==> src/rtl/adc_ctrl_map.svh <==
/*
 Register offsets, field positions, reset values and timing counts of the
 converter control block. Assumes byte addresses on a 32-bit register bus.
*/
`ifndef ADC_CTRL_MAP_SVH
`define ADC_CTRL_MAP_SVH

`define OFS_CONTROL 8'h00
`define OFS_RES_HI 8'h04
`define OFS_RES_LO 8'h08
`define OFS_STATUS 8'h0C
`define OFS_TAD_DIV 8'h10

`define BIT_JUSTIFY 7
`define BIT_VREF 6
`define BIT_CHAN_HI 4
`define BIT_CHAN_LO 2
`define BIT_GO 1
`define BIT_ON 0
`define BIT_DONE_FLAG 0

`define CONTROL_RST 8'h00
`define TAD_DIV_RST 8'h03

`define TADS_PER_CONV 4'hB
`define TADS_AFTER_ABORT 4'h2

`endif

==> src/rtl/adc_ctrl_pkg.sv <==
/*
 Types shared by the converter control block and its sequencer.
 Assumes nothing beyond a SystemVerilog compiler.
*/
package adc_ctrl_pkg;

   typedef enum logic [1:0] {
      seq_idle,
      seq_conv,
      seq_hold
   } seq_state_t;

   typedef enum logic [2:0] {
      reg_control,
      reg_res_hi,
      reg_res_lo,
      reg_status,
      reg_tad_div,
      reg_none
   } reg_sel_t;

endpackage

==> src/rtl/conv_if.sv <==
/*
 Link between the register side and the conversion sequencer.
 Assumes both ends run on the same clock.
*/
interface conv_if #(parameter int RES_W = 10);
   logic run;
   logic [7:0] tad_div;
   logic busy;
   logic idle;
   logic done;
   logic [RES_W-1:0] result;

   modport ctl (output run, output tad_div, input busy, input idle, input done,
      input result);
   modport seq (input run, input tad_div, output busy, output idle, output done,
      output result);
endinterface

==> src/rtl/adc_sar_sequencer.sv <==
/*
 Conversion sequencer: divides the system clock into bit periods, times a
 conversion and the hold-off after an abort, and hands over the code.
 Assumes the analog front end holds its code steady near the end of a
 conversion, so the bus-wide two-flop sampler sees a settled word.
*/
`include "adc_ctrl_map.svh"

module adc_sar_sequencer #(
   parameter int RES_W = 10
) (
   input wire logic hclk,
   input wire logic hresetn,
   input wire logic [RES_W-1:0] analog_code,
   conv_if.seq cv
);

   adc_ctrl_pkg::seq_state_t state_r;
   adc_ctrl_pkg::seq_state_t last_r;
   logic [7:0] div_cnt_r;
   logic [3:0] tad_cnt_r;
   logic [RES_W-1:0] code_s1_r;
   logic [RES_W-1:0] code_s2_r;
   logic [15:0] cyc_r;
   logic [15:0] cur_cyc;
   logic tick;
   logic aborting;

   assign tick = div_cnt_r == cv.tad_div;
   assign aborting = state_r == adc_ctrl_pkg::seq_conv && !cv.run;

   ////////////////////////////////////////////////////////////////////////
   always_ff @(posedge hclk or negedge hresetn) begin
      if (!hresetn) begin
         code_s1_r <= '0;
         code_s2_r <= '0;
      end else begin
         code_s1_r <= analog_code;
         code_s2_r <= code_s1_r;
      end
   end

   // The divider restarts on an abort so the hold-off is a full two periods.
   always_ff @(posedge hclk or negedge hresetn) begin
      if (!hresetn) begin
         div_cnt_r <= 8'h00;
      end else if (state_r == adc_ctrl_pkg::seq_idle || tick || aborting) begin
         div_cnt_r <= 8'h00;
      end else begin
         div_cnt_r <= 8'(div_cnt_r + 8'h01);
      end
   end

   always_ff @(posedge hclk or negedge hresetn) begin
      if (!hresetn) begin
         state_r <= adc_ctrl_pkg::seq_idle;
         tad_cnt_r <= 4'h0;
      end else begin
         case (state_r)
            adc_ctrl_pkg::seq_idle: begin
               if (cv.run) begin
                  state_r <= adc_ctrl_pkg::seq_conv;
                  tad_cnt_r <= 4'h0;
               end
            end
            adc_ctrl_pkg::seq_conv: begin
               if (!cv.run) begin
                  state_r <= adc_ctrl_pkg::seq_hold;
                  tad_cnt_r <= 4'h0;
               end else if (tick) begin
                  if (tad_cnt_r == 4'(`TADS_PER_CONV - 4'h1)) begin
                     state_r <= adc_ctrl_pkg::seq_idle;
                  end
                  tad_cnt_r <= 4'(tad_cnt_r + 4'h1);
               end
            end
            adc_ctrl_pkg::seq_hold: begin
               if (tick) begin
                  if (tad_cnt_r == 4'(`TADS_AFTER_ABORT - 4'h1)) begin
                     state_r <= adc_ctrl_pkg::seq_idle;
                  end
                  tad_cnt_r <= 4'(tad_cnt_r + 4'h1);
               end
            end
            default: begin
               state_r <= adc_ctrl_pkg::seq_idle;
            end
         endcase
      end
   end

   assign cv.done = state_r == adc_ctrl_pkg::seq_conv && cv.run && tick &&
      tad_cnt_r == 4'(`TADS_PER_CONV - 4'h1);
   assign cv.busy = state_r == adc_ctrl_pkg::seq_conv;
   assign cv.idle = state_r == adc_ctrl_pkg::seq_idle;
   assign cv.result = code_s2_r;

   ////////////////////////////////////////////////////////////////////////
   always_ff @(posedge hclk or negedge hresetn) begin
      if (!hresetn) begin
         last_r <= adc_ctrl_pkg::seq_idle;
         cyc_r <= 16'h0000;
      end else begin
         last_r <= state_r;
         cyc_r <= 16'(cur_cyc + 16'h0001);
      end
   end
   assign cur_cyc = (state_r != last_r) ? 16'h0000 : cyc_r;
endmodule

==> src/rtl/adc_control.sv <==
/*
 Control and result formatting of a 10-bit successive-approximation
 converter, with an AHB-Lite register slave.
 Assumes a single AHB-Lite master on hclk, and an analog front end that
 delivers its code on analog_code and obeys the control outputs.
*/
// Notes on behaviour
// - Control bit 7 set gives right-justified result, clear gives left.
// - Control bit 6 picks the external reference pin, else the supply rail.
// - Channel field bits 4-2: 0-3 pins, 4 comparator ref, 5 0.6V, 6 1.2V.
// - Writing one to bit 1 starts a conversion; it reads one while busy.
// - Hardware clears bit 1 when the conversion finishes.
// - Bit 0 enables the converter; clear means off and no current.
// - Left-justified high byte holds result bits nine to two.
// - Left-justified low byte holds bits one, zero on top, zeros below.
// - Right-justified high byte holds bits nine, eight low, zeros above.
// - Right-justified low byte holds result bits seven to zero.
// - Result bytes are read-only and undefined until a conversion.
// - Control bit 5 always reads zero.
// - At completion: clear bit 1, set the flag, load results together.
// - A conversion takes eleven bit-conversion periods.
// - Clearing bit 1 mid-conversion aborts, keeps result, holds off two periods.
`include "adc_ctrl_map.svh"

module adc_control #(
   parameter int ADDR_W = 8,
   parameter int RES_W = 10
) (
   input wire logic hclk,
   input wire logic hresetn,
   input wire logic hsel,
   input wire logic [ADDR_W-1:0] haddr,
   input wire logic [1:0] htrans,
   input wire logic hwrite,
   input wire logic [2:0] hsize,
   input wire logic [31:0] hwdata,
   input wire logic hready,
   output logic hreadyout,
   output logic hresp,
   output logic [31:0] hrdata,
   input wire logic [RES_W-1:0] analog_code,
   output logic converter_on,
   output logic positive_ref_select,
   output logic [2:0] input_channel_field,
   output logic conversion_active,
   output logic conversion_complete_flag
);

   conv_if #(.RES_W(RES_W)) cv ();

   adc_sar_sequencer #(.RES_W(RES_W)) u_seq (
      .hclk(hclk),
      .hresetn(hresetn),
      .analog_code(analog_code),
      .cv(cv)
   );

   ////////////////////////////////////////////////////////////////////////
   function automatic adc_ctrl_pkg::reg_sel_t decode(input logic [ADDR_W-1:0] a);
      case (a)
         ADDR_W'(`OFS_CONTROL): decode = adc_ctrl_pkg::reg_control;
         ADDR_W'(`OFS_RES_HI): decode = adc_ctrl_pkg::reg_res_hi;
         ADDR_W'(`OFS_RES_LO): decode = adc_ctrl_pkg::reg_res_lo;
         ADDR_W'(`OFS_STATUS): decode = adc_ctrl_pkg::reg_status;
         ADDR_W'(`OFS_TAD_DIV): decode = adc_ctrl_pkg::reg_tad_div;
         default: decode = adc_ctrl_pkg::reg_none;
      endcase
   endfunction

   // Both bytes come from one call so they can never mix two formats.
   function automatic logic [15:0] format_result(input logic right,
      input logic [RES_W-1:0] r);
      if (right) begin
         format_result = {6'h00, r[9:8], r[7:0]};
      end else begin
         format_result = {r[9:2], r[1:0], 6'h00};
      end
   endfunction

   logic wr_pend_r;
   logic rd_pend_r;
   logic rd_done_r;
   logic [ADDR_W-1:0] addr_r;
   logic [31:0] hrdata_r;
   logic accept;
   adc_ctrl_pkg::reg_sel_t sel;
   logic ctrl_wr;
   logic status_wr;
   logic tad_wr;
   logic res_wr;

   logic justify_r;
   logic vref_r;
   logic [2:0] chan_r;
   logic go_r;
   logic on_r;
   logic flag_r;
   logic [7:0] tad_div_r;
   logic [7:0] result_hi_r;
   logic [7:0] result_lo_r;
   logic [7:0] control_view;

   ////////////////////////////////////////////////////////////////////////
   // Reads take one wait state so that the data come from a flip-flop and
   // still see a write finished in the cycle before.
   assign accept = hsel && hready && htrans[1];
   assign sel = decode(addr_r);
   assign ctrl_wr = wr_pend_r && sel == adc_ctrl_pkg::reg_control;
   assign status_wr = wr_pend_r && sel == adc_ctrl_pkg::reg_status;
   assign tad_wr = wr_pend_r && sel == adc_ctrl_pkg::reg_tad_div;
   assign res_wr = wr_pend_r &&
      (sel == adc_ctrl_pkg::reg_res_hi || sel == adc_ctrl_pkg::reg_res_lo);

   always_ff @(posedge hclk or negedge hresetn) begin
      if (!hresetn) begin
         wr_pend_r <= 1'b0;
         rd_pend_r <= 1'b0;
         addr_r <= '0;
      end else if (hready) begin
         wr_pend_r <= accept && hwrite;
         rd_pend_r <= accept && !hwrite;
         addr_r <= haddr;
      end
   end

   always_ff @(posedge hclk or negedge hresetn) begin
      if (!hresetn) begin
         rd_done_r <= 1'b0;
      end else begin
         rd_done_r <= rd_pend_r && !rd_done_r;
      end
   end

   assign control_view = {justify_r, vref_r, 1'b0, chan_r, go_r, on_r};

   always_ff @(posedge hclk or negedge hresetn) begin
      if (!hresetn) begin
         hrdata_r <= 32'h0000_0000;
      end else if (rd_pend_r && !rd_done_r) begin
         case (sel)
            adc_ctrl_pkg::reg_control: hrdata_r <= {24'h000000, control_view};
            adc_ctrl_pkg::reg_res_hi: hrdata_r <= {24'h000000, result_hi_r};
            adc_ctrl_pkg::reg_res_lo: hrdata_r <= {24'h000000, result_lo_r};
            adc_ctrl_pkg::reg_status: hrdata_r <= {31'h0000_0000, flag_r};
            adc_ctrl_pkg::reg_tad_div: hrdata_r <= {24'h000000, tad_div_r};
            default: hrdata_r <= 32'h0000_0000;
         endcase
      end
   end

   assign hreadyout = !(rd_pend_r && !rd_done_r);
   assign hresp = 1'b0;
   assign hrdata = hrdata_r;

   ////////////////////////////////////////////////////////////////////////
   always_ff @(posedge hclk or negedge hresetn) begin
      if (!hresetn) begin
         justify_r <= 1'(`CONTROL_RST >> `BIT_JUSTIFY);
         vref_r <= 1'b0;
         chan_r <= 3'h0;
         on_r <= 1'b0;
      end else if (ctrl_wr) begin
         justify_r <= hwdata[`BIT_JUSTIFY];
         vref_r <= hwdata[`BIT_VREF];
         chan_r <= hwdata[`BIT_CHAN_HI:`BIT_CHAN_LO];
         on_r <= hwdata[`BIT_ON];
      end
   end

   // A start needs the enable; turning the converter off also aborts.
   always_ff @(posedge hclk or negedge hresetn) begin
      if (!hresetn) begin
         go_r <= 1'b0;
      end else if (ctrl_wr) begin
         go_r <= hwdata[`BIT_GO] && hwdata[`BIT_ON];
      end else if (cv.done) begin
         go_r <= 1'b0;
      end
   end

   always_ff @(posedge hclk or negedge hresetn) begin
      if (!hresetn) begin
         flag_r <= 1'b0;
      end else if (cv.done) begin
         flag_r <= 1'b1;
      end else if (status_wr && hwdata[`BIT_DONE_FLAG]) begin
         flag_r <= 1'b0;
      end
   end

   always_ff @(posedge hclk or negedge hresetn) begin
      if (!hresetn) begin
         tad_div_r <= `TAD_DIV_RST;
      end else if (tad_wr) begin
         tad_div_r <= hwdata[7:0];
      end
   end

   // No reset: the result is undefined until the first conversion lands.
   always_ff @(posedge hclk) begin
      if (cv.done) begin
         {result_hi_r, result_lo_r} <= format_result(justify_r, cv.result);
      end
   end

   assign cv.run = go_r;
   assign cv.tad_div = tad_div_r;

   assign converter_on = on_r;
   assign positive_ref_select = vref_r;
   assign input_channel_field = chan_r;
   assign conversion_active = go_r;
   assign conversion_complete_flag = flag_r;
endmodule

==> config.mk <==
export PLATFORM = sky130hd
export DESIGN_NAME = adc_control
export DESIGN_NICKNAME = d
export VERILOG_FILES = /design/src/rtl/adc_ctrl_pkg.sv /design/src/rtl/conv_if.sv /design/src/rtl/adc_sar_sequencer.sv /design/src/rtl/adc_control.sv
export VERILOG_INCLUDE_DIRS = /design/src /design/src/rtl
export SDC_FILE = /design/constraint.sdc
export NUM_CORES = 1
export LEC_CHECK = 0
export ABC_CLOCK_PERIOD_IN_PS = 2700
export BUFFER_PORTS_ARGS = -buffer_cell sky130_fd_sc_hd__buf_2
export CORE_MARGIN = 3
export CORE_UTILIZATION = 35
export DETAILED_ROUTE_END_ITERATION = 8
export PLACE_DENSITY = 0.57
export SETUP_SLACK_MARGIN = 0.1
export SLEW_MARGIN = 20
export SYNTH_ARGS = -nofsm -noshare
export SYNTH_HDL_FRONTEND = slang
export SYNTH_HIERARCHICAL = 1
export SYNTH_SLANG_ARGS = --single-unit
==> constraint.sdc <==
create_clock -name hclk -period 2.7 [get_ports hclk]
set_input_delay 0.27 -clock hclk [delete_from_list [all_inputs] [get_ports hclk]]
set_output_delay 0.27 -clock hclk [all_outputs]
set_load 0.05 [all_outputs]
After elaboration in Yosys (flattened, before gate mapping)
Index checks and enable logic that the tools add are counted.
{"block": "op_classes", "n_addsub": 2, "n_eq_ne": 18, "n_mux": 19, "n_reduce_logical": 28}
{"cell": "$pmux W8 S5", "n": 1}
{"cell": "$eq A8 B4 Y1 const B", "n": 2}
{"cell": "$pmux W3 S5", "n": 1}
{"cell": "$logic_and A1 B1 Y1", "n": 14}
{"cell": "$mux W2", "n": 6}
{"cell": "$mux W4", "n": 3}
{"cell": "$pmux W4 S3", "n": 1}
{"cell": "$mux W10", "n": 1}
{"cell": "$add A8 B1 Y8 const B", "n": 1}
{"cell": "$eq A8 B3 Y1 const B", "n": 1}
{"cell": "$eq A8 B5 Y1 const B", "n": 1}
{"cell": "$eq A8 B8 Y1", "n": 1}
{"cell": "$logic_not A8 Y1", "n": 1}
{"cell": "$mux W8", "n": 1}
{"cell": "$eq A3 B2 Y1 const B", "n": 2}
{"cell": "$ne A2 B1 Y1 const B", "n": 3}
{"cell": "$ne A3 B2 Y1 const B", "n": 2}
{"cell": "$pmux W2 S3", "n": 1}
{"cell": "$reduce_and A5 Y1", "n": 1}
{"cell": "$add A4 B1 Y4 const B", "n": 1}
{"cell": "$eq A4 B1 Y1 const B", "n": 1}
{"cell": "$eq A4 B4 Y1 const B", "n": 1}
{"cell": "$logic_not A1 Y1", "n": 4}
{"cell": "$mux W1", "n": 4}
{"cell": "10 further kinds", "n": 12}
{"block": "word_totals", "register_bits": 109, "in_bits": 60, "output_inout_bits": 41, "elab_cells": 88}

Depth between registers and ports, before layout
Gate-level depths: netlist of run 1.
{"block": "logic_depth", "word_depth": 7, "depth_mapped": 7, "depth_no_buf": 7}

Cells and area by module
The synthesis of run 1 kept the hierarchy.
{"module": "adc_control", "n_inst": 1, "cells_per_inst": 199, "area_per_inst_um2": 2461.1, "seq_area_each_um2": 1358.8}
{"module": "adc_sar_sequencer", "n_inst": 1, "cells_per_inst": 115, "area_per_inst_um2": 1432.6, "seq_area_each_um2": 850.8}

Least setup slack after synthesis of run 1
No wires, ideal clock.
{"block": "synth_path", "path_kind": "reg2reg", "from": "register tad_div_r[7], in the netlist cv.tad_div[7]", "to": "register result_hi_r[0], enable pin", "setup_time_ns": 0.413, "t_arrival_ns": 2.277, "t_required_ns": 2.287, "slack_ns": 0.010, "stages_incl_launch_ff": 5, "path_buffers": 0, "period_less_slack_ns": 2.690, "cell_sequence": "dfrtp_1 > xor2_1 > nor4_2 > nand2_2 > nor3_1"}
{"block": "synth_between", "elab_chain_cells": 3}
{"element": "start: declaration", "line_no": "adc_control.sv:98", "source": "logic [7:0] tad_div_r;"}
{"element": "start signal: assignment", "line_no": "adc_control.sv:193", "source": "tad_div_r <= `TAD_DIV_RST;"}
{"element": "start signal: assignment", "line_no": "adc_control.sv:195", "source": "tad_div_r <= hwdata[7:0];"}
{"element": "$eq A8 B8 Y1", "line_no": "adc_sar_sequencer.sv:29", "source": "assign tick = div_cnt_r == cv.tad_div;"}
{"element": "$logic_and A1 B1 Y1 (2 in series)", "line_no": "adc_sar_sequencer.sv:92", "source": "assign cv.done = state_r == adc_ctrl_pkg::seq_conv && cv.run && tick &&"}
{"element": "net cv.done", "line_no": "conv_if.sv:10", "source": "logic done;"}
{"element": "end signal: assignment", "line_no": "adc_control.sv:202", "source": "{result_hi_r, result_lo_r} <= format_result(justify_r, cv.result);"}
{"element": "end: declaration", "line_no": "adc_control.sv:99", "source": "logic [7:0] result_hi_r;"}
The timed path passes the listed nets, and every way through them passes these cells.
A chain may end at the register's enable or synchronous reset.

Final worst setup path of run 1
{"block": "layout_path", "from": "register addr_r[0]", "to": "register tad_div_r[6], in the netlist cv.tad_div[6]"}
{"block": "layout_between", "elab_chain_cells": 4, "word_cells_on_any_way": 8, "cone_classes": "eq/ne (5); mux (1); reduce/logical (2)"}
{"element": "start: declaration", "line_no": "adc_control.sv:83", "source": "logic [ADDR_W-1:0] addr_r;"}
{"element": "start signal: assignment", "line_no": "adc_control.sv:122", "source": "addr_r <= haddr;"}
{"element": "$eq A8 B5 Y1, or another cell as far along", "line_no": "adc_control.sv:60", "source": "case (a)"}
{"element": "$pmux W3 S5 (*)", "line_no": "adc_control.sv:60"}
{"element": "$eq A3 B3 Y1 (*)", "line_no": "adc_control.sv:110", "source": "assign tad_wr = wr_pend_r && sel == adc_ctrl_pkg::reg_tad_div;"}
{"element": "$logic_and A1 B1 Y1 (*)", "line_no": "adc_control.sv:110"}
Mark *: on every way between the ends. The rest lies on a longest branch, timed or not.

==> run_summary.xml, run 1 <==
<?xml version="1.0" encoding="UTF-8"?>
<metrics>
  <group name="route">
    <metric name="drt-vias-per-instance" unit="">4.71</metric>
    <metric name="num_vias" unit="">2376</metric>
    <metric name="firstDrtPassIters" unit="">4</metric>
    <metric name="ant_nets" unit="">0</metric>
    <metric name="drt_first_iter_violations" unit="">71</metric>
    <metric name="wl_per_cell" unit="um">14.1</metric>
    <metric name="totalWireLength" unit="um">7130</metric>
    <metric name="drc" unit="">0</metric>
  </group>
  <group name="logic_synthesis">
    <metric name="netlist_instances" unit="">314</metric>
    <metric name="synth_sequential_area_ratio" unit="">0.567</metric>
    <metric name="ys.warnings.count" unit="">6</metric>
    <metric name="synth.ff_latch_count" unit="">85</metric>
    <metric name="syn-mean-instance-area" unit="um^2">12.4</metric>
    <metric name="synth_enable_flop_cells" unit="">16</metric>
    <metric name="top_flip_flop_cell_by_instance_count_after_synthesis" unit="">dfrtp_1</metric>
    <metric name="asyncSetResetFlopFracSynth" unit="">0.812</metric>
    <metric name="synthesis.area" unit="mm^2">0.00389</metric>
    <metric name="ys_types" unit="">48</metric>
  </group>
  <group name="global_route">
    <metric name="first_global_vias" unit="">2414</metric>
    <metric name="grt_start_max_net_pins" unit="">38</metric>
    <metric name="grt_util_all_layers" unit="">0.122</metric>
    <metric name="wire_length_of_the_first_global_routing_pass" unit="um">12100</metric>
    <metric name="grt_antenna_before_repair" unit="">0</metric>
    <metric name="overflow" unit="">0</metric>
  </group>
  <group name="sta">
    <metric name="worst_clock_skew" unit="ns">0.0114</metric>
    <metric name="period_utilisation_layout" unit="">0.759</metric>
    <metric name="finalHoldViolCount" unit="">0</metric>
    <metric name="max_slew.worst_pin.slew" unit="ns">0.785</metric>
    <metric name="report.final.slew_viol_count" unit="">0</metric>
    <metric name="timing.slew.headroom" unit="">0.477</metric>
    <metric name="finalSetupViolCount" unit="">0</metric>
    <metric name="timing.final.crit_period" unit="ns">2.05</metric>
    <metric name="max_freq" unit="GHz">0.488</metric>
    <metric name="setup_slack" unit="ns">0.650</metric>
    <metric name="rsz_0062_raised_after_global_routing" unit="">false</metric>
    <metric name="totalNegativeSetupSlack" unit="ns">0</metric>
  </group>
  <group name="worst_setup_path">
    <metric name="path_class" unit="">reg2reg</metric>
    <metric name="cp_max_fo" unit="">8</metric>
    <metric name="critical_path.cell_chain" unit="">or4_4 &gt; nor2_4 &gt; and4_1 &gt; mux2_2</metric>
    <metric name="path_buf_inv" unit="">0</metric>
    <metric name="cp-start-kind" unit="">register</metric>
    <metric name="worst_ep_arrival_time" unit="ns">2.28</metric>
    <metric name="cp.required" unit="ns">2.93</metric>
    <metric name="worst_path_max_delay_cell" unit="">or4_4</metric>
    <metric name="setup.worst_path.end_class" unit="">register</metric>
    <metric name="cp_top_family" unit="">simple AND/OR/NAND/NOR gates</metric>
    <metric name="timing.critical_path.slowest_cell_delay" unit="ns">0.57</metric>
  </group>
  <group name="clock_tree">
    <metric name="cts-htree-levels" unit="">3</metric>
    <metric name="post_cts.repair.setup_buffers" unit="">0</metric>
    <metric name="cts_tree" unit="">yes</metric>
    <metric name="clock_insertion_delay_worst_skew" unit="ns">0.35</metric>
    <metric name="cts_root_buf" unit="">clkbuf_8</metric>
    <metric name="clkTransAtPathRegs" unit="ns">0.08</metric>
    <metric name="cts-hold-fix-buffers" unit="">0</metric>
    <metric name="post_cts.resized_instances" unit="">0</metric>
    <metric name="tritoncts_num_sinks" unit="">85</metric>
    <metric name="numCtsBuffers" unit="">9</metric>
    <metric name="cts_max_path_buffers" unit="">2</metric>
  </group>
  <group name="status">
    <metric name="run_status" unit="">finished clean</metric>
  </group>
  <group name="die">
    <metric name="die-area" unit="mm^2">0.0124</metric>
    <metric name="io_pins" unit="">101</metric>
    <metric name="floorplan.die.height" unit="um">111</metric>
    <metric name="die-width" unit="um">111</metric>
    <metric name="core_area" unit="mm^2">0.0106</metric>
    <metric name="std_cell_rows" unit="">37</metric>
    <metric name="effective_utilization_at_floorplan" unit="">0.369</metric>
  </group>
  <group name="placed_design">
    <metric name="globalplace.congestion" unit="">0.768</metric>
    <metric name="hpwlAfterDp" unit="um">5370</metric>
    <metric name="cell_area_reported_after_detailed_placement" unit="mm^2">0.00418</metric>
    <metric name="port_buffers" unit="">47</metric>
    <metric name="preCtsSetupSlack" unit="ns">0.644</metric>
  </group>
  <group name="cells_and_area">
    <metric name="drive_above_1_share" unit="">0.272</metric>
    <metric name="fin_area" unit="mm^2">0.00438</metric>
    <metric name="ff_latch_area" unit="mm^2">0.00221</metric>
    <metric name="number_of_antenna_diodes" unit="">0</metric>
    <metric name="layout.filler_cells" unit="">1035</metric>
    <metric name="finish.net_count" unit="">432</metric>
    <metric name="combined_area_of_the_multi_input_logic_cells" unit="mm^2">0.00150</metric>
    <metric name="area_delta_synth_final" unit="%">12.5</metric>
  </group>
  <group name="pwr">
    <metric name="power_density" unit="mW/mm^2">675</metric>
    <metric name="vdd.ir_drop.worst" unit="uV">278</metric>
    <metric name="post-layout-total-power" unit="mW">2.96</metric>
    <metric name="power.static_leakage" unit="nW">2.03</metric>
  </group>
  <group name="run">
    <metric name="max_cap_viols" unit="">0</metric>
  </group>
  <group name="min_path">
    <metric name="holdCritPathClass" unit="">in2async</metric>
  </group>
</metrics>
[Yosys cell counts (6+ instances only)]
cell	n	area, um^2
o21ai_0	12	60.1
a221o_1	6	60.1
buf_4	26	195
edfxtp_1	16	480
ha_1	9	113
inv_1	10	37.5
dfrtp_1	67	1680
mux2_2	26	293
nor2b_1	8	50.1
clkbuf_1	6	22.5
xor2_1	13	114
and2_1	13	81.3
nand3_1	11	55.1
nor2_1	14	52.6
mux2i_1	8	80.1
nand2_1	11	41.3
a21oi_1	6	30.0
[logic make-up after synthesis]
| group | share of synthesized area |
|---|---|
| AND/OR/NAND/NOR | 0.135 |
| flip-flops | 0.567 |
| buffers and inverters | 0.0729 |
| AO/OA/AOI/OAI | 0.0643 |
| multiplexers | 0.0987 |
| XOR/XNOR | 0.0315 |
| adder cells (fa/ha/maj) | 0.0289 |
| other | 0.000963 |
[report_power, final]
group	switching [mW]	leakage (nW)	internal [mW]	total, mW
clock network	0.443	0.0883	0.396	0.839
registers	0.0894	1.02	1.39	1.48
logic	0.413	0.922	0.227	0.640
total	0.946	2.03	2.01	2.96
[worst reg2reg max path: stages (launching register included)]
cell and delay, ns:
dfrtp_1 0.38, or4_4 0.57, nor2_4 0.13, and4_1 0.46
mux2_2 0.38
[final cells by class]
| cell class | count | area share |
|---|---|---|
| flip-flops and latches | 85 | 0.504 |
| multi-input cells | 206 | 0.341 |
| repair buffers | 51 | 0.0640 |
| well taps | 136 | 0.0388 |
| clock buffers | 12 | 0.0357 |
| inverters | 10 | 0.00857 |
| clock inverters | 4 | 0.00742 |
[stage by stage]
stage / utilization / std cells / hold WS, ns
floorplan: - / 338 / -0.0256
global placement: 0.396 / 487 / 0.334
detailed placement: 0.396 / 487 / 0.335
CTS: 0.414 / 503 / 0.00247
global route: 0.415 / 504 / 0.00168
finish: 0.415 / 504 / 0.00403
[final timing paths]
kind	start	endpoint	slack, ns	depth (start not counted)
max in group asynchronous	hresetn	hrdata[3]	2.05	2
min in group hclk	analog_code[8]	u_seq/code_s1_r[8]	0.02	1
max	addr_r[0]	cv.tad_div[6]	0.65	4
min	hresetn	cv.tad_div[3]	0.004	1
max reg2reg	addr_r[0]	cv.tad_div[6]	0.65	4
min reg2reg	u_seq/code_s1_r[5]	u_seq/cv.result[5]	0.35	0
[sequential cells by signal, summed over array words and instances, names as in the netlist, 2 cells and up]
name / cells
u_seq/div_cnt_r: 8
input_channel_field: 3
addr_r: 8
cv.tad_div: 8
u_seq/cv.result: 10
u_seq/tad_cnt_r: 4
u_seq/state_r: 2
result_lo_r: 8
result_hi_r: 8
hrdata: 8
u_seq/code_s1_r: 10
[cells in the final DEF (no fill, tap or decap), types with 2 or more instances in the layout]
cell type,instances
nand3_1,11
a311oi_1,2
edfxtp_1,16
and2_1,13
mux2i_1,8
dfrtp_1,67
a31o_1,2
nand3b_1,4
nand2_1,11
nor2_1,14
o21ai_0,12
o22ai_1,2
buf_4,2
conb_1,25
xor2_1,13
nor2b_1,8
clkbuf_1,2
buf_2,47
a21oi_1,6
clkbuf_8,9
ha_1,9
inv_1,10
nand2b_1,5
a221o_1,6
and4_1,2
nand4_1,3
dfstp_2,2
clkinvlp_4,2
mux2_2,26
a31oi_1,2
and3_1,5
[per-layer routing]
metal  GRT usage  wire length [um]
met1       0.156              3130
met2       0.199              3530
met3      0.0283               355
met4      0.0527               122
met5           0                 0
(Power assumes the default switching activity.)
==> run 2: changes to the inputs <==
--- a/config.mk
+++ b/config.mk
@@ -6,12 +6,13 @@
 export SDC_FILE = /design/constraint.sdc
 export NUM_CORES = 1
 export LEC_CHECK = 0
-export ABC_CLOCK_PERIOD_IN_PS = 2700
+export ABC_AREA = 1
+export ABC_CLOCK_PERIOD_IN_PS = 2100
 export BUFFER_PORTS_ARGS = -buffer_cell sky130_fd_sc_hd__buf_2
 export CORE_MARGIN = 3
 export CORE_UTILIZATION = 35
 export DETAILED_ROUTE_END_ITERATION = 8
-export PLACE_DENSITY = 0.57
+export PLACE_DENSITY = 0.54
 export SETUP_SLACK_MARGIN = 0.1
 export SLEW_MARGIN = 20
 export SYNTH_ARGS = -nofsm -noshare
==> constraint.sdc (replaced) <==
create_clock -name hclk -period 2.1 [get_ports hclk]
set_input_delay 0.21 -clock hclk [delete_from_list [all_inputs] [get_ports hclk]]
set_output_delay 0.21 -clock hclk [all_outputs]
set_load 0.05 [all_outputs]
==> run_summary.xml, run 2 <==
<?xml version="1.0" encoding="UTF-8"?>
<metrics>
  <group name="status">
    <metric name="run_status" unit="">finished clean</metric>
  </group>
  <group name="pwr">
    <metric name="sequential_fraction_of_design_power" unit="">0.447</metric>
    <metric name="power.static_leakage" unit="nW">2.39</metric>
    <metric name="switch_share" unit="">0.312</metric>
    <metric name="internal_power_component" unit="mW">2.98</metric>
    <metric name="vdd.ir_drop.worst" unit="uV">368</metric>
    <metric name="power.clock.fraction" unit="">0.356</metric>
    <metric name="total_switching_power" unit="mW">1.35</metric>
    <metric name="power_frac_comb" unit="">0.197</metric>
    <metric name="power_density" unit="mW/mm^2">903</metric>
  </group>
  <group name="global_route">
    <metric name="wire_length_of_the_first_global_routing_pass" unit="um">13500</metric>
    <metric name="grt_antenna_before_repair" unit="">0</metric>
    <metric name="grt_start_max_net_pins" unit="">31</metric>
    <metric name="first_global_vias" unit="">2797</metric>
    <metric name="overflow" unit="">0</metric>
    <metric name="grt_util_all_layers" unit="">0.133</metric>
  </group>
  <group name="route">
    <metric name="wl_per_cell" unit="um">12.1</metric>
    <metric name="drt_first_iter_violations" unit="">99</metric>
    <metric name="num_vias" unit="">2868</metric>
    <metric name="totalWireLength" unit="um">7900</metric>
    <metric name="topRoutingLayerUsed" unit="">met4</metric>
    <metric name="route.met2.wl" unit="um">3610</metric>
    <metric name="drt-vias-per-instance" unit="">4.38</metric>
    <metric name="ant_nets" unit="">0</metric>
    <metric name="firstDrtPassIters" unit="">4</metric>
    <metric name="length_of_routed_met3_wiring" unit="um">373</metric>
    <metric name="drc" unit="">0</metric>
    <metric name="wl_met1" unit="um">3770</metric>
  </group>
  <group name="worst_setup_path">
    <metric name="path_class" unit="">reg2reg</metric>
    <metric name="critical_path.cell_chain" unit="">xnor2_1 &gt; nand2_1 &gt; nor2_1 &gt; nand2_1 &gt; nor3_4 &gt; buf_12 &gt; inv_1 &gt; nand3_1 &gt; o21ai_1</metric>
    <metric name="setup.worst_path.end_class" unit="">register</metric>
    <metric name="worst_ep_arrival_time" unit="ns">2.00</metric>
    <metric name="cp_max_fo" unit="">17</metric>
    <metric name="reg2regPathDepth" unit="">9</metric>
    <metric name="rr_endpoint" unit="">conversion_active</metric>
    <metric name="worst_path_max_delay_cell" unit="">dfstp_2</metric>
    <metric name="most_common_cell_type_on_the_critical_path" unit="">nand2_1</metric>
    <metric name="cp-start-kind" unit="">register</metric>
    <metric name="cp_top_family" unit="">simple AND/OR/NAND/NOR gates</metric>
    <metric name="reg2reg_from" unit="">cv.tad_div[0]</metric>
    <metric name="rrSetupSlack" unit="ns">0.31</metric>
    <metric name="cp.required" unit="ns">2.32</metric>
    <metric name="timing.critical_path.slowest_cell_delay" unit="ns">0.59</metric>
    <metric name="path_buf_inv" unit="">2</metric>
  </group>
  <group name="clock_tree">
    <metric name="cts-htree-levels" unit="">3</metric>
    <metric name="numCtsBuffers" unit="">9</metric>
    <metric name="tritoncts_num_sinks" unit="">85</metric>
    <metric name="cts_tree" unit="">yes</metric>
    <metric name="clock_insertion_delay_worst_skew" unit="ns">0.33</metric>
    <metric name="post_cts.resized_instances" unit="">0</metric>
    <metric name="cts_root_buf" unit="">clkbuf_16</metric>
    <metric name="clkTransAtPathRegs" unit="ns">0.06</metric>
    <metric name="post_cts.repair.setup_buffers" unit="">0</metric>
    <metric name="cts-hold-fix-buffers" unit="">11</metric>
    <metric name="cts_max_path_buffers" unit="">2</metric>
  </group>
  <group name="logic_synthesis">
    <metric name="top_flip_flop_cell_by_instance_count_after_synthesis" unit="">dfrtp_1</metric>
    <metric name="yosys.cell_count.top_type" unit="">nand2_1</metric>
    <metric name="synth_sequential_area_ratio" unit="">0.544</metric>
    <metric name="synth_enable_flop_cells" unit="">16</metric>
    <metric name="netlist_instances" unit="">444</metric>
    <metric name="synth.ff_latch_count" unit="">85</metric>
    <metric name="asyncSetResetFlopFracSynth" unit="">0.812</metric>
    <metric name="ys_top_cells_by_area" unit="">dfrtp_1 (41%), edfxtp_1 (12%), nand2_1 (11%), inv_1 (4.7%), buf_4 (4.6%)</metric>
    <metric name="post-synth-top-area-fraction" unit="">0.413</metric>
    <metric name="yosysTopAreaCell" unit="">dfrtp_1</metric>
    <metric name="syn-mean-instance-area" unit="um^2">9.15</metric>
    <metric name="synthesis.area" unit="mm^2">0.00406</metric>
    <metric name="post_synth_most_frequent_cells" unit="">nand2_1 (120), dfrtp_1 (67), inv_1 (51)</metric>
    <metric name="ys.warnings.count" unit="">6</metric>
    <metric name="ys_types" unit="">40</metric>
  </group>
  <group name="cells_and_area">
    <metric name="final_cell_mix" unit="">nand2_1 (120), dfrtp_1 (67), inv_1 (51)</metric>
    <metric name="area_delta_synth_final" unit="%">18.0</metric>
    <metric name="finish.net_count" unit="">579</metric>
    <metric name="final-instance-count-excl-fill" unit="">655</metric>
    <metric name="drive_above_1_share" unit="">0.194</metric>
    <metric name="number_of_antenna_diodes" unit="">0</metric>
    <metric name="layout_commonest_cell" unit="">nand2_1</metric>
    <metric name="fin_area" unit="mm^2">0.00479</metric>
  </group>
  <group name="sta">
    <metric name="report.final.slew_viol_count" unit="">0</metric>
    <metric name="finalHoldViolCount" unit="">0</metric>
    <metric name="period_utilisation_layout" unit="">0.850</metric>
    <metric name="max_freq" unit="GHz">0.560</metric>
    <metric name="max_slew.worst_pin.slew" unit="ns">0.710</metric>
    <metric name="totalNegativeSetupSlack" unit="ns">0</metric>
    <metric name="worst_clock_skew" unit="ns">0.00565</metric>
    <metric name="rsz_0062_raised_after_global_routing" unit="">false</metric>
    <metric name="finalSetupViolCount" unit="">0</metric>
    <metric name="timing.final.crit_period" unit="ns">1.79</metric>
    <metric name="timing.slew.headroom" unit="">0.527</metric>
  </group>
  <group name="placed_design">
    <metric name="hpwlAfterDp" unit="um">5860</metric>
    <metric name="port_buffers" unit="">47</metric>
    <metric name="cell_area_reported_after_detailed_placement" unit="mm^2">0.00440</metric>
    <metric name="placedCellCount" unit="">628</metric>
    <metric name="globalplace.congestion" unit="">0.782</metric>
  </group>
  <group name="min_path">
    <metric name="worstHoldStart" unit="">haddr[6]</metric>
    <metric name="timing.hold.worst_endpoint" unit="">addr_r[6]</metric>
    <metric name="hold_depth" unit="">3</metric>
    <metric name="holdCritPathClass" unit="">in2reg</metric>
  </group>
  <group name="die">
    <metric name="die-area" unit="mm^2">0.0129</metric>
    <metric name="io_pins" unit="">101</metric>
    <metric name="core_area" unit="mm^2">0.0111</metric>
    <metric name="std_cell_rows" unit="">38</metric>
    <metric name="die-width" unit="um">114</metric>
    <metric name="floorplan.die.height" unit="um">114</metric>
    <metric name="effective_utilization_at_floorplan" unit="">0.367</metric>
  </group>
  <group name="run">
    <metric name="max_cap_viols" unit="">0</metric>
  </group>
</metrics>
[run 2: cell count changes after synthesis, sizes merged, moves of 5 or more]
cell / before / now
mux2: 27 / 1
nand3: 12 / 28
xor2: 13 / 6
a221o: 6 / 0
nor2b: 8 / 0
mux2i: 8 / 0
nand2b: 5 / 0
nor2: 15 / 40
inv: 10 / 55
and3: 5 / 0
and2: 13 / 0
o21ai: 12 / 29
nand2: 12 / 128
[run 2: final cells by class]
class / instances / area (um^2)
clock buffers: 11 / 233
clock inverters: 5 / 51.3
fillers: 1100 / 6290
inverters: 57 / 218
multi-input cells: 294 / 1500
flip-flops and latches: 85 / 2210
well taps: 140 / 175
repair buffers: 63 / 408
[run 2: power by group through the flow]
stage	registers [mW]	clock network (mW)	logic [mW]
CTS	1.94	1.57	0.859
finish	1.94	1.54	0.852
detailed placement	1.97	0	0.841
global route	1.96	1.64	0.974
floorplan	2.02	0	0.617
global placement	1.96	0	0.822
[run 2: cell families (layout without fill, tap and decap cells)]
family	count (synthesis)	in the layout	share of synthesized area
and+or+nand+nor	207	207	0.232
muxes	1	1	0.00277
other	1	25	0.000923
xor gates and xnor gates	10	10	0.0216
adders and majority gates	9	9	0.0277
DFF	85	85	0.544
buffers and inverters	89	136	0.112
AOI/OAI and AO/OA	42	42	0.0592
[run 2: per-layer routing]
layer | track usage | vias to the layer above
met5 | 0 | -
met4 | 0.0513 | 0
met3 | 0.0292 | 10
met2 | 0.208 | 62
met1 | 0.182 | 1319
li1 | - | 1477
[run 2: through the flow]
step,setup WS (ns),util,hold slack (ns),total power [mW]
3_5_place_dp,0.328,0.397,0.303,2.81
6_report,0.314,0.433,0.0811,4.33
3_3_place_gp,0.338,0.397,0.307,2.78
4_1_cts,0.315,0.433,0.0741,4.37
2_1_floorplan,0.283,-,-0.0856,2.63
5_1_grt,0.210,0.433,0.0864,4.57
[run 2: worst max path at each step]
stage,from,to,slack (ns),cells past startpoint
floorplan,cv.tad_div[0],conversion_active,0.28,8
global placement,cv.tad_div[0],conversion_active,0.34,9
detailed placement,cv.tad_div[0],conversion_active,0.33,9
CTS,cv.tad_div[0],conversion_active,0.32,9
global route,cv.tad_div[0],conversion_active,0.21,9
finish,cv.tad_div[0],conversion_active,0.31,9
[run 2: tightest hold or removal path: stages]
cell and delay [ns]:
buf_2 0.07, nand2_1 0.04, o21ai_0 0.05
==> run 3: changes to the inputs <==
--- a/config.mk
+++ b/config.mk
@@ -13,6 +13,7 @@
 export CORE_UTILIZATION = 35
 export DETAILED_ROUTE_END_ITERATION = 8
 export PLACE_DENSITY = 0.54
+export RECOVER_POWER = 50
 export SETUP_SLACK_MARGIN = 0.1
 export SLEW_MARGIN = 20
 export SYNTH_ARGS = -nofsm -noshare
==> run_summary.xml, run 3 (synthesis gave the netlist of run 2 again) <==
<?xml version="1.0" encoding="UTF-8"?>
<metrics>
  <group name="route">
    <metric name="totalWireLength" unit="um">7930</metric>
    <metric name="firstDrtPassIters" unit="">4</metric>
    <metric name="ant_nets" unit="">0</metric>
    <metric name="drc" unit="">0</metric>
    <metric name="drt_first_iter_violations" unit="">99</metric>
    <metric name="num_vias" unit="">2868</metric>
    <metric name="wl_per_cell" unit="um">12.1</metric>
    <metric name="drt-vias-per-instance" unit="">4.38</metric>
  </group>
  <group name="sta">
    <metric name="timing.slew.headroom" unit="">0.502</metric>
    <metric name="setup_slack" unit="ns">0.250</metric>
    <metric name="finalSetupViolCount" unit="">0</metric>
    <metric name="timing.final.crit_period" unit="ns">1.85</metric>
    <metric name="report.final.slew_viol_count" unit="">0</metric>
    <metric name="finalHoldViolCount" unit="">0</metric>
    <metric name="worst_clock_skew" unit="ns">0.00563</metric>
    <metric name="max_freq" unit="GHz">0.541</metric>
    <metric name="rsz_0062_raised_after_global_routing" unit="">false</metric>
    <metric name="totalNegativeSetupSlack" unit="ns">0</metric>
    <metric name="max_slew.worst_pin.slew" unit="ns">0.747</metric>
    <metric name="period_utilisation_layout" unit="">0.881</metric>
  </group>
  <group name="clock_tree">
    <metric name="cts-htree-levels" unit="">3</metric>
    <metric name="numCtsBuffers" unit="">9</metric>
    <metric name="tritoncts_num_sinks" unit="">85</metric>
    <metric name="clock_insertion_delay_worst_skew" unit="ns">0.33</metric>
    <metric name="clkTransAtPathRegs" unit="ns">0.06</metric>
    <metric name="cts_max_path_buffers" unit="">2</metric>
    <metric name="cts_tree" unit="">yes</metric>
    <metric name="cts_root_buf" unit="">clkbuf_16</metric>
    <metric name="post_cts.resized_instances" unit="">0</metric>
  </group>
  <group name="status">
    <metric name="run_status" unit="">finished clean</metric>
  </group>
  <group name="worst_setup_path">
    <metric name="reg2regPathDepth" unit="">9</metric>
    <metric name="rrSetupSlack" unit="ns">0.31</metric>
    <metric name="reg2reg_from" unit="">cv.tad_div[0]</metric>
    <metric name="rr_endpoint" unit="">conversion_active</metric>
    <metric name="cp-start-kind" unit="">register</metric>
    <metric name="cp_max_fo" unit="">10</metric>
    <metric name="timing_startpoint_of_the_critical_path" unit="">rd_done_r</metric>
    <metric name="worst_ep_arrival_time" unit="ns">1.64</metric>
    <metric name="setup.worst_path.end_class" unit="">output pin</metric>
    <metric name="crit_path_end" unit="">hreadyout</metric>
    <metric name="cp.required" unit="ns">1.89</metric>
    <metric name="path_class" unit="">reg2out</metric>
  </group>
  <group name="pwr">
    <metric name="power_density" unit="mW/mm^2">907</metric>
    <metric name="sequential_fraction_of_design_power" unit="">0.448</metric>
    <metric name="internal_power_component" unit="mW">2.97</metric>
    <metric name="power_frac_comb" unit="">0.195</metric>
    <metric name="switch_share" unit="">0.313</metric>
    <metric name="power.static_leakage" unit="nW">2.35</metric>
    <metric name="vdd.ir_drop.worst" unit="uV">367</metric>
    <metric name="total_switching_power" unit="mW">1.35</metric>
    <metric name="power.clock.fraction" unit="">0.356</metric>
    <metric name="post-layout-total-power" unit="mW">4.32</metric>
  </group>
  <group name="die">
    <metric name="io_pins" unit="">101</metric>
    <metric name="core_area" unit="mm^2">0.0111</metric>
    <metric name="die-area" unit="mm^2">0.0129</metric>
    <metric name="effective_utilization_at_floorplan" unit="">0.367</metric>
    <metric name="std_cell_rows" unit="">38</metric>
    <metric name="die-width" unit="um">114</metric>
    <metric name="floorplan.die.height" unit="um">114</metric>
  </group>
  <group name="min_path">
    <metric name="holdCritPathClass" unit="">in2reg</metric>
    <metric name="worstHoldStart" unit="">haddr[6]</metric>
    <metric name="hold_depth" unit="">3</metric>
  </group>
  <group name="placed_design">
    <metric name="placedCellCount" unit="">628</metric>
    <metric name="port_buffers" unit="">47</metric>
    <metric name="preCtsSetupSlack" unit="ns">0.328</metric>
    <metric name="globalplace.congestion" unit="">0.782</metric>
    <metric name="hpwlAfterDp" unit="um">5860</metric>
  </group>
  <group name="global_route">
    <metric name="grtUsageMet2" unit="">0.208</metric>
    <metric name="grt.busiest_layer" unit="">met2</metric>
    <metric name="grt_util_met1" unit="">0.182</metric>
    <metric name="first_global_vias" unit="">2797</metric>
    <metric name="overflow" unit="">0</metric>
    <metric name="grt_antenna_before_repair" unit="">0</metric>
    <metric name="wire_length_of_the_first_global_routing_pass" unit="um">13500</metric>
    <metric name="grt_start_max_net_pins" unit="">31</metric>
    <metric name="grt_util_all_layers" unit="">0.133</metric>
    <metric name="met3_usage" unit="">0.0292</metric>
  </group>
  <group name="cells_and_area">
    <metric name="final-instance-count-excl-fill" unit="">655</metric>
    <metric name="layout.filler_cells" unit="">1109</metric>
    <metric name="drive_above_1_share" unit="">0.177</metric>
    <metric name="finish.net_count" unit="">579</metric>
    <metric name="layout_commonest_cell" unit="">nand2_1</metric>
    <metric name="area_delta_synth_final" unit="%">17.3</metric>
    <metric name="number_of_antenna_diodes" unit="">0</metric>
    <metric name="finalCoreUtilization" unit="">0.430</metric>
    <metric name="final_cell_mix" unit="">nand2_1 (120), dfrtp_1 (67), inv_1 (51)</metric>
  </group>
  <group name="run">
    <metric name="max_cap_viols" unit="">0</metric>
  </group>
</metrics>
run 3: changes by cell type in the layout (fill, tap and decap cells not counted):
cell      change
clkbuf_2      +2
buf_12        -1
buf_4         -1
clkbuf_1      +9
buf_2         -9
run 3: how the worst min path moves through the flow:
stage,endpoint
after floorplan,addr_r[0]
after global placement,u_seq/div_cnt_r[3]
after detailed placement,u_seq/div_cnt_r[3]
after CTS,addr_r[1]
after global routing,rd_pend_r
final,addr_r[6]
run 3: what timing repair did:
action	CTS	global route
hold endpoints to repair	36	0
hold buffers	11	0
buffers inserted	0	0
run 3: layout make-up:
cell class / instances / area, um^2 / share of cell area
clock buffers: 11 / 233 / 0.0489
repair buffers: 63 / 379 / 0.0796
well taps: 140 / 175 / 0.0368
flip-flops and latches: 85 / 2210 / 0.464
multi-input cells: 294 / 1500 / 0.314
inverters: 57 / 218 / 0.0457
clock inverters: 5 / 51.3 / 0.0108
run 3: power by group through the flow:
| stage | clock (mW) | combinational [mW] | sequential [mW] |
|---|---|---|---|
| finish | 1.54 | 0.844 | 1.94 |
| global route | 1.64 | 0.965 | 1.96 |
| CTS | 1.57 | 0.859 | 1.94 |
| detailed placement | 0 | 0.841 | 1.97 |
| global placement | 0 | 0.822 | 1.96 |
| floorplan | 0 | 0.617 | 2.02 |
run 3: metrics by stage:
step / hold slack (ns) / area, um^2
after floorplan: -0.0856 / 4160
after detailed placement: 0.303 / 4400
after global placement: 0.307 / 4400
after CTS: 0.0741 / 4790
after global routing: 0.0864 / 4760
final: 0.0824 / 4760
run 3: critical path, cell delays in order (launching register included):
cell and delay, ns:
dfrtp_1 0.37, nor2_2 0.09, clkbuf_1 0.41, clkinv_1 0.18, buf_2 0.25
run 3: per-layer routing:
layer  vias up  share of wire
met5         -              0
met4         0          0.011
met3         6          0.040
met2        64           0.46
met1      1323           0.49
li1       1475              -
